$ cat src/smr_pkg.sv
// package: constants, register map and state codes of the supply monitor reset block
package smr_pkg;

  // ---------------------------------------------------------------
  // clock and timing
  // ---------------------------------------------------------------
  localparam int unsigned CLK_MHZ = 20; // system clock rate in MHz
  localparam int unsigned TURN_ON_US = 100; // monitor settling time in microseconds
  localparam int unsigned STAB_CYCLES = TURN_ON_US * CLK_MHZ; // settling time in cycles
  localparam logic [11:0] STAB_LAST = 12'(STAB_CYCLES - 1);
  localparam logic [2:0] PULSE_LAST = 3'h3; // one-shot reset lasts four cycles

  // ---------------------------------------------------------------
  // register indices and byte addresses
  // ---------------------------------------------------------------
  localparam logic [7:0] IDX_CONTROL = 8'hFF;
  localparam logic [7:0] IDX_RST_SOURCE = 8'h01;
  localparam logic [7:0] IDX_IRQ_STATUS = 8'h02;
  localparam logic [7:0] IDX_IRQ_MASK = 8'h03;
  localparam logic [31:0] ADDR_CONTROL = {22'h000000, IDX_CONTROL, 2'h0};
  localparam logic [31:0] ADDR_RST_SOURCE = {22'h000000, IDX_RST_SOURCE, 2'h0};
  localparam logic [31:0] ADDR_IRQ_STATUS = {22'h000000, IDX_IRQ_STATUS, 2'h0};
  localparam logic [31:0] ADDR_IRQ_MASK = {22'h000000, IDX_IRQ_MASK, 2'h0};

  // ---------------------------------------------------------------
  // field positions and reset values
  // ---------------------------------------------------------------
  localparam int unsigned CTL_ENABLE_BIT = 7;
  localparam int unsigned CTL_LEVEL_BIT = 6;
  localparam int unsigned RS_SELECT_BIT = 1; // write: select monitor, read: power-on flag
  localparam int unsigned RS_SOFT_BIT = 4; // write one: software reset
  localparam int unsigned EV_FAIL_BIT = 0;
  localparam int unsigned EV_RECOVER_BIT = 1;
  localparam int unsigned EV_BADSEL_BIT = 2;
  localparam logic ENABLE_RST = 1'b1;
  localparam logic POR_FLAG_RST = 1'b1;
  localparam logic [2:0] MASK_RST = 3'h0;

  // ---------------------------------------------------------------
  // reset sequencer states
  // ---------------------------------------------------------------
  typedef enum logic [1:0] {
    SMR_RUN = 2'b00,
    SMR_PULSE = 2'b01,
    SMR_FAIL = 2'b10
  } smr_state_e;

endpackage

$ cat src/smr_supply_monitor_reset.sv
// module: supply monitor reset logic with an AHB-Lite register slave
//
// Behaviour
// RULE1 - low supply drives pin low, holds reset
// RULE2 - recovered supply releases the monitor reset
// RULE3 - power-fail reset leaves data memory untouched
// RULE4 - power-on reset enables the monitor
// RULE5 - other resets keep the monitor enable
// RULE6 - selecting unsettled monitor gives a system reset
// RULE7 - software enables monitor before selecting it
// RULE8 - enable, wait settling time, then select
// RULE9 - control bit 7 is read-write monitor enable
// RULE10 - power-on exit sets power-on flag bit 1
// RULE11 - bit 6 shows supply level, rest reserved
// RULE12 - monitor resets only when enabled and selected
//
// The implementer's own choice: the AHB-Lite register port.
`timescale 1ns/10ps
module smr_supply_monitor_reset (
  // clock and power-on reset
  input wire logic clock_i,
  input wire logic reset_n_i,
  // ahb-lite slave
  input wire logic hsel_i,
  input wire logic [31:0] haddr_i,
  input wire logic [1:0] htrans_i,
  input wire logic hwrite_i,
  input wire logic [2:0] hsize_i,
  input wire logic [31:0] hwdata_i,
  input wire logic hready_i,
  output logic [31:0] hrdata_o,
  output logic hreadyout_o,
  output logic hresp_o,
  // analog monitor
  input wire logic supply_ok_i,
  output logic monitor_on_o,
  // reset outputs
  output logic sys_reset_o,
  output logic mem_write_block_o,
  output logic rst_pin_o,
  output logic rst_pin_oe_o,
  // interrupt
  output logic irq_o
);
  import smr_pkg::*;

  // ---------------------------------------------------------------
  // declarations
  // ---------------------------------------------------------------
  smr_state_e state_q, state_d;
  logic access;
  logic wr_pend_q;
  logic [31:0] wr_addr_q;
  logic wr_control, wr_source, wr_status, wr_mask;
  logic enable_q;
  logic select_q;
  logic stable_q;
  logic [11:0] stab_cnt_q;
  logic [2:0] pulse_cnt_q;
  logic por_flag_q;
  logic supply_ok_q;
  logic [2:0] status_q, mask_q, events;
  logic fail_cond, soft_req, badsel_req, pulse_req;
  logic [31:0] rdata_q;

  // ---------------------------------------------------------------
  // ahb-lite slave: zero wait states, always okay
  // ---------------------------------------------------------------
  assign access = hsel_i & htrans_i[1] & hready_i;
  assign hreadyout_o = 1'b1;
  assign hresp_o = 1'b0;
  assign hrdata_o = rdata_q;

  // latch write address phase for the data phase
  always_ff @(posedge clock_i or negedge reset_n_i) begin
    if (!reset_n_i) begin
      wr_pend_q <= 1'b0;
      wr_addr_q <= 32'h00000000;
    end else begin
      wr_pend_q <= access & hwrite_i;
      if (access) begin
        wr_addr_q <= haddr_i;
      end
    end
  end

  // write strobes in the data phase; unmapped writes are dropped
  assign wr_control = wr_pend_q && (wr_addr_q == ADDR_CONTROL);
  assign wr_source = wr_pend_q && (wr_addr_q == ADDR_RST_SOURCE);
  assign wr_status = wr_pend_q && (wr_addr_q == ADDR_IRQ_STATUS);
  assign wr_mask = wr_pend_q && (wr_addr_q == ADDR_IRQ_MASK);

  // read data captured in the address phase; unmapped reads return zero
  always_ff @(posedge clock_i or negedge reset_n_i) begin
    if (!reset_n_i) begin
      rdata_q <= 32'h00000000;
    end else if (access && !hwrite_i) begin
      rdata_q <= 32'h00000000;
      case (haddr_i)
        ADDR_CONTROL: begin
          rdata_q[CTL_ENABLE_BIT] <= enable_q; // RULE9
          rdata_q[CTL_LEVEL_BIT] <= supply_ok_q; // RULE11
        end
        ADDR_RST_SOURCE: begin
          rdata_q[RS_SELECT_BIT] <= por_flag_q; // RULE10
        end
        ADDR_IRQ_STATUS: begin
          rdata_q[2:0] <= status_q;
        end
        ADDR_IRQ_MASK: begin
          rdata_q[2:0] <= mask_q;
        end
        default: begin
          rdata_q <= 32'h00000000;
        end
      endcase
    end
  end

  // ---------------------------------------------------------------
  // monitor enable and settling
  // ---------------------------------------------------------------
  // enable only reset by power-on; later system resets never touch it
  always_ff @(posedge clock_i or negedge reset_n_i) begin
    if (!reset_n_i) begin
      enable_q <= ENABLE_RST; // RULE4
    end else if (wr_control) begin
      enable_q <= hwdata_i[CTL_ENABLE_BIT]; // RULE9 RULE5
    end
  end

  assign monitor_on_o = enable_q;

  // settling timer restarts each time the monitor is switched off
  always_ff @(posedge clock_i or negedge reset_n_i) begin
    if (!reset_n_i) begin
      stab_cnt_q <= 12'h000;
      stable_q <= 1'b0;
    end else if (!enable_q) begin
      stab_cnt_q <= 12'h000;
      stable_q <= 1'b0;
    end else if (!stable_q) begin
      stab_cnt_q <= stab_cnt_q + 12'h001;
      stable_q <= (stab_cnt_q == STAB_LAST);
    end
  end

  // supply level sampled for status and reset decisions
  always_ff @(posedge clock_i or negedge reset_n_i) begin
    if (!reset_n_i) begin
      supply_ok_q <= 1'b1;
    end else begin
      supply_ok_q <= supply_ok_i; // RULE11
    end
  end

  // ---------------------------------------------------------------
  // reset source selection
  // ---------------------------------------------------------------
  // selecting before settling is a reset request, and the one-shot clears it
  assign soft_req = wr_source && hwdata_i[RS_SOFT_BIT];
  assign badsel_req = wr_source && hwdata_i[RS_SELECT_BIT] && !(enable_q && stable_q); // RULE6
  assign pulse_req = soft_req | badsel_req;

  always_ff @(posedge clock_i or negedge reset_n_i) begin
    if (!reset_n_i) begin
      select_q <= 1'b0;
    end else if (state_q == SMR_PULSE) begin
      select_q <= 1'b0;
    end else if (wr_source) begin
      select_q <= hwdata_i[RS_SELECT_BIT];
    end
  end

  // monitor can reset only when switched on and selected
  assign fail_cond = enable_q && select_q && !supply_ok_q; // RULE12

  // ---------------------------------------------------------------
  // reset sequencer
  // ---------------------------------------------------------------
  always_comb begin
    state_d = state_q;
    case (state_q)
      SMR_RUN: begin
        if (fail_cond) begin
          state_d = SMR_FAIL; // RULE1
        end else if (pulse_req) begin
          state_d = SMR_PULSE; // RULE6
        end
      end
      SMR_FAIL: begin
        if (!fail_cond) begin
          state_d = SMR_RUN; // RULE2
        end
      end
      SMR_PULSE: begin
        if (pulse_cnt_q == 3'h0) begin
          state_d = SMR_RUN;
        end
      end
      default: begin
        state_d = SMR_RUN;
      end
    endcase
  end

  always_ff @(posedge clock_i or negedge reset_n_i) begin
    if (!reset_n_i) begin
      state_q <= SMR_RUN;
    end else begin
      state_q <= state_d;
    end
  end

  // one-shot length counter
  always_ff @(posedge clock_i or negedge reset_n_i) begin
    if (!reset_n_i) begin
      pulse_cnt_q <= 3'h0;
    end else if (state_q == SMR_RUN) begin
      pulse_cnt_q <= PULSE_LAST;
    end else if (pulse_cnt_q != 3'h0) begin
      pulse_cnt_q <= pulse_cnt_q - 3'h1;
    end
  end

  // power-on flag set by power-on reset, cleared by any other reset
  always_ff @(posedge clock_i or negedge reset_n_i) begin
    if (!reset_n_i) begin
      por_flag_q <= POR_FLAG_RST; // RULE10
    end else if (state_q == SMR_RUN && state_d != SMR_RUN) begin
      por_flag_q <= 1'b0;
    end
  end

  // reset outputs; only the supply monitor pulls the pin low
  assign sys_reset_o = (state_q != SMR_RUN); // RULE1
  assign rst_pin_o = 1'b0;
  assign rst_pin_oe_o = (state_q == SMR_FAIL); // RULE1
  // memory writes are frozen so a reset leaves contents as they were
  assign mem_write_block_o = (state_q != SMR_RUN); // RULE3

  // ---------------------------------------------------------------
  // interrupts
  // ---------------------------------------------------------------
  assign events[EV_FAIL_BIT] = (state_q == SMR_RUN) && fail_cond;
  assign events[EV_RECOVER_BIT] = (state_q == SMR_FAIL) && !fail_cond;
  assign events[EV_BADSEL_BIT] = (state_q == SMR_RUN) && !fail_cond && badsel_req;

  // sticky status, write one to clear, a new event wins over the clear
  always_ff @(posedge clock_i or negedge reset_n_i) begin
    if (!reset_n_i) begin
      status_q <= 3'h0;
    end else begin
      status_q <= (status_q & ~(wr_status ? hwdata_i[2:0] : 3'h0)) | events;
    end
  end

  always_ff @(posedge clock_i or negedge reset_n_i) begin
    if (!reset_n_i) begin
      mask_q <= MASK_RST;
    end else if (wr_mask) begin
      mask_q <= hwdata_i[2:0];
    end
  end

  assign irq_o = |(status_q & mask_q);

  logic first_q;
  always_ff @(posedge clock_i or negedge reset_n_i) begin
    if (!reset_n_i) begin
      first_q <= 1'b1;
    end else begin
      first_q <= 1'b0;
    end
  end
endmodule

$ cat config.mk
export PLATFORM = sky130hd
export DESIGN_NAME = smr_supply_monitor_reset
export DESIGN_NICKNAME = d
export VERILOG_FILES = /design/src/smr_pkg.sv /design/src/smr_supply_monitor_reset.sv
export SDC_FILE = /design/constraint.sdc
export NUM_CORES = 1
export LEC_CHECK = 0
export ABC_AREA = 1
export BUFFER_PORTS_ARGS = -buffer_cell sky130_fd_sc_hd__buf_2
export CAP_MARGIN = 20
export CORE_UTILIZATION = 40
export DETAILED_ROUTE_END_ITERATION = 10
export HOLD_SLACK_MARGIN = 0.12
export PLACE_DENSITY_LB_ADDON = 0.12
export SLEW_MARGIN = 30
export SYNTH_ARGS = -nofsm -noshare
export SYNTH_HDL_FRONTEND = slang
export SYNTH_SLANG_ARGS = --single-unit
$ cat constraint.sdc
create_clock -name clock_i -period 1.4 [get_ports clock_i]
set_clock_uncertainty 0.05 [all_clocks]
set_input_delay 0.14 -clock clock_i [delete_from_list [all_inputs] [get_ports clock_i]]
set_output_delay 0.14 -clock clock_i [all_outputs]
set_load 0.01 [all_outputs]
==> impl_metrics.yaml <==
status:
  status: "finished, violations left"
  violations: "setup timing"
timing:
  finalHoldViolCount: 0
  setup_viol: 4
  final_min_period_over_clock_period_pct: 104.1
  rsz0062_at_grt: "true"
  setup_ws_ns: -0.05726
  finalMaxSlewViolations: 0
  fmax_mhz: 686.2
  fin_crit_ns: 1.457
die:
  die_w_um: 96.34
  fp.dieArea_mm2: 0.009280
  die_height_um: 96.34
  rows: 34
  coreArea_mm2: 0.008678
  num_io_pins: 115
  start_util_pct: 41.02
final_layout:
  drive_above_1_share_pct: 26.12
  antennaDiodeCount: 0
  final_util_pct: 55.94
  fin_cells: 709
  area_delta_synth_final_pct: 36.38
  fillers: 837
  final_area_mm2: 0.004855
  final_nets: 674
clock_tree:
  cts_sinks: 66
  cts_root_buffer: "clkbuf_8"
  htree_num_levels: 3
  clk_pin_slew_worst_paths_ns: 0.07
  cts_tree: "yes"
  clk_path_buf_depth: 2
  clk_latency_ns: 0.33
  cts_buffers: 9
critical_path:
  cp_data_arrival_time_ns: 1.67
  crit_top_cell: "nand2_1"
  critPathCaptureType: "flip-flop"
  slowest_delay_ns: 0.41
  critical_path_class: "flip-flop to flip-flop"
  crit_required_ns: 1.61
  startpoint_type: "flip-flop"
  slowest_stage: "dfrtp_1"
  cp_max_fo: 4
  critical_path.cell_chain: "nand2_1, nor2_2, nand3_2, inv_2, nand3_4, nor2_4, nand3_2, nand2_1, nand2_1, nor2_1"
routing:
  dr.pass1.iters: 4
  vias_per_cell: 4.544
  drcViolationCount: 0
  vias: 3222
  totalWireLength_um: 8147
  antenna_left: 0
  wire_per_inst_um: 11.49
  drt-initial-drc-count: 75
placed_design:
  gp_congestion: 0.7799
  placed_cells: 638
  hpwl_um: 5581
  placed_cell_area_mm2: 0.003956
  portBuffers: 53
pwr:
  power_frac_comb_pct: 15.9
  switching_share_pct: 26.75
  p_leak_nw: 2.576
  pwr-share-seq_pct: 49.6
  powerDensity_mw_per_mm2: 908.0
  p_clk_share_pct: 34.5
  p_sw_mw: 1.179
  cell_internal_pwr_mw: 3.229
  ir_worst_vdd_mv: 0.3753
synthesis:
  synthCells: 467
  syn_area_per_cell_um2: 7.622
  ys_seq_area_share_pct: 46.50
  synth_top_cell_by_area: "dfrtp_1"
  synth_compound_area_share_pct: 7.838
  synth_area_leaders: "dfrtp_1 44%, nand2_1 13%, inv_1 7.5%, buf_4 6.5%, o21ai_0 5.8%"
  synthMuxAreaShare_pct: 0
  syn_area_mm2: 0.003560
  synth.top_cell.area_share_pct: 44.29
  synth_top_family_by_area: "simple AND/OR/NAND/NOR gates"
  synth_seq_cells: 66
  synth_edf_count: 0
  yosys_warnings: 0
  yosys.area_share.simple_pct: 28.75
  synthAdderAreaFrac_pct: 1.054
  yosysUniqueCellTypes: 31
  async_flop_share_pct: 100.0
  synth_xor_area_share_pct: 0.2460
  synth_top_flop_cell: "dfrtp_1"
global_route:
  grt_pass1_wl_um: 13100
  grt_max_degree: 67
  antenna_found_initial: 0
  grt_overflow: 0
  grtUsageTotal_pct: 18.78
  grt_pass1_vias: 2973
worst_hold_path:
  min_path_type: "input port to flip-flop"
job:
  cap_violations: 0
-- worst max-delay path, delay by kind of cell (launching register included) --
family                 cells  cell delay, ns
and+or+nand+nor            9            0.84
buffers and inverters      1            0.09
DFF                        1            0.41
-- final timing paths --
kind,cells after the start,endpoint,slack (ns),startpoint
max reg2reg,10,stab_cnt_q[11],-0.06,stab_cnt_q[1]
min reg2reg,2,por_flag_q,0.42,por_flag_q
max,10,stab_cnt_q[11],-0.06,stab_cnt_q[1]
min,5,state_q[0],0.20,hwdata_i[4]
max in group asynchronous,3,monitor_on_o,0.67,reset_n_i
min in group asynchronous,3,wr_addr_q[15],0.29,reset_n_i
-- routing by layer --
metal | up-vias | wire length (um) | GRT usage [%]
li1 | 1654 | - | -
met1 | 1510 | 3780 | 24.03
met2 | 52 | 4051 | 32.09
met3 | 6 | 245 | 3.791
met4 | 0 | 70 | 5.392
met5 | - | 0 | 0
-- cell type report --
type / count / area (um2) / area share (%)
inverters: 73 / 279.0 / 5.747
well taps: 108 / 135.1 / 2.784
multi-input cells: 318 / 1619 / 33.35
clock inverters: 2 / 10.01 / 0.2062
clock buffers: 14 / 182.7 / 3.763
repair buffers: 128 / 973.4 / 20.05
flip-flops and latches: 66 / 1655 / 34.10
-- timing repair --
action	4_1_cts	5_1_grt
hold endpoints to repair	108	0
resized for setup	14	50
gates cloned	0	0
hold buffers	39	0
setup endpoints to repair	11	26
buffers inserted	3	14
pin swaps	12	27
-- cells in the mapped netlist (3+ instances only) --
library cell,number
buf_4,31
o21ai_0,41
a21oi_1,10
ha_1,3
inv_1,71
nor3_1,6
nand2_1,121
dfrtp_1,63
nor2_1,54
nand3_1,24
dfstp_2,3
nand3_2,3
clkbuf_1,4
nand4_1,10
-- logic make-up after synthesis --
kind of cell | count (synthesis)
and+or+nand+nor | 230
buffers and inverters | 111
DFF | 66
AOI/OAI and AO/OA | 54
adders and majority gates | 3
other | 2
xor gates and xnor gates | 1
-- power by group through the flow --
stage | Clock [mW] | Sequential [mW] | Combinational, mW
floorplan | 0 | 2.19 | 0.393
global placement | 0 | 2.21 | 0.534
detailed placement | 0 | 2.21 | 0.547
CTS | 1.59 | 2.18 | 0.640
global route | 1.69 | 2.21 | 0.814
finish | 1.52 | 2.18 | 0.701
-- stage by stage --
stage / TNS, ns / setup WS (ns) / hold WS (ns) / total power [mW]
final: -0.08865 / -0.05726 / 0.1953 / 4.408
after global routing: -1.764 / -0.1730 / 0.1983 / 4.708
after detailed placement: -0.2021 / -0.04660 / 0.1415 / 2.755
after global placement: -0.09508 / -0.05308 / 0.1402 / 2.740
after CTS: -0.1030 / -0.02853 / 0.1841 / 4.405
after floorplan: 0 / 0.09661 / -0.2056 / 2.579
-- placed cells by master, fill, tap and decap left out, types with 7 or more instances in the layout --
master         count
a21oi_1            7
buf_2             51
buf_4             30
clkbuf_8          13
conb_1            30
dfrtp_1           63
dlygate4sd3_1     39
inv_1             67
nand2_1          116
nand3_1           19
nand3_2            7
nand4_1           10
nor2_1            42
nor2_2            11
o21ai_0           30
o21ai_1            9
-- registers in the layout, indices dropped and copies added (netlist names) --
name          cells
hrdata_o          5
status_q          3
select_q          1
wr_pend_q         1
state_q           2
por_flag_q        1
pulse_cnt_q       3
stable_q          1
wr_addr_q        32
monitor_on_o      1
supply_ok_q       1
stab_cnt_q       12
mask_q            3
Power figures use the tool's default switching activity.
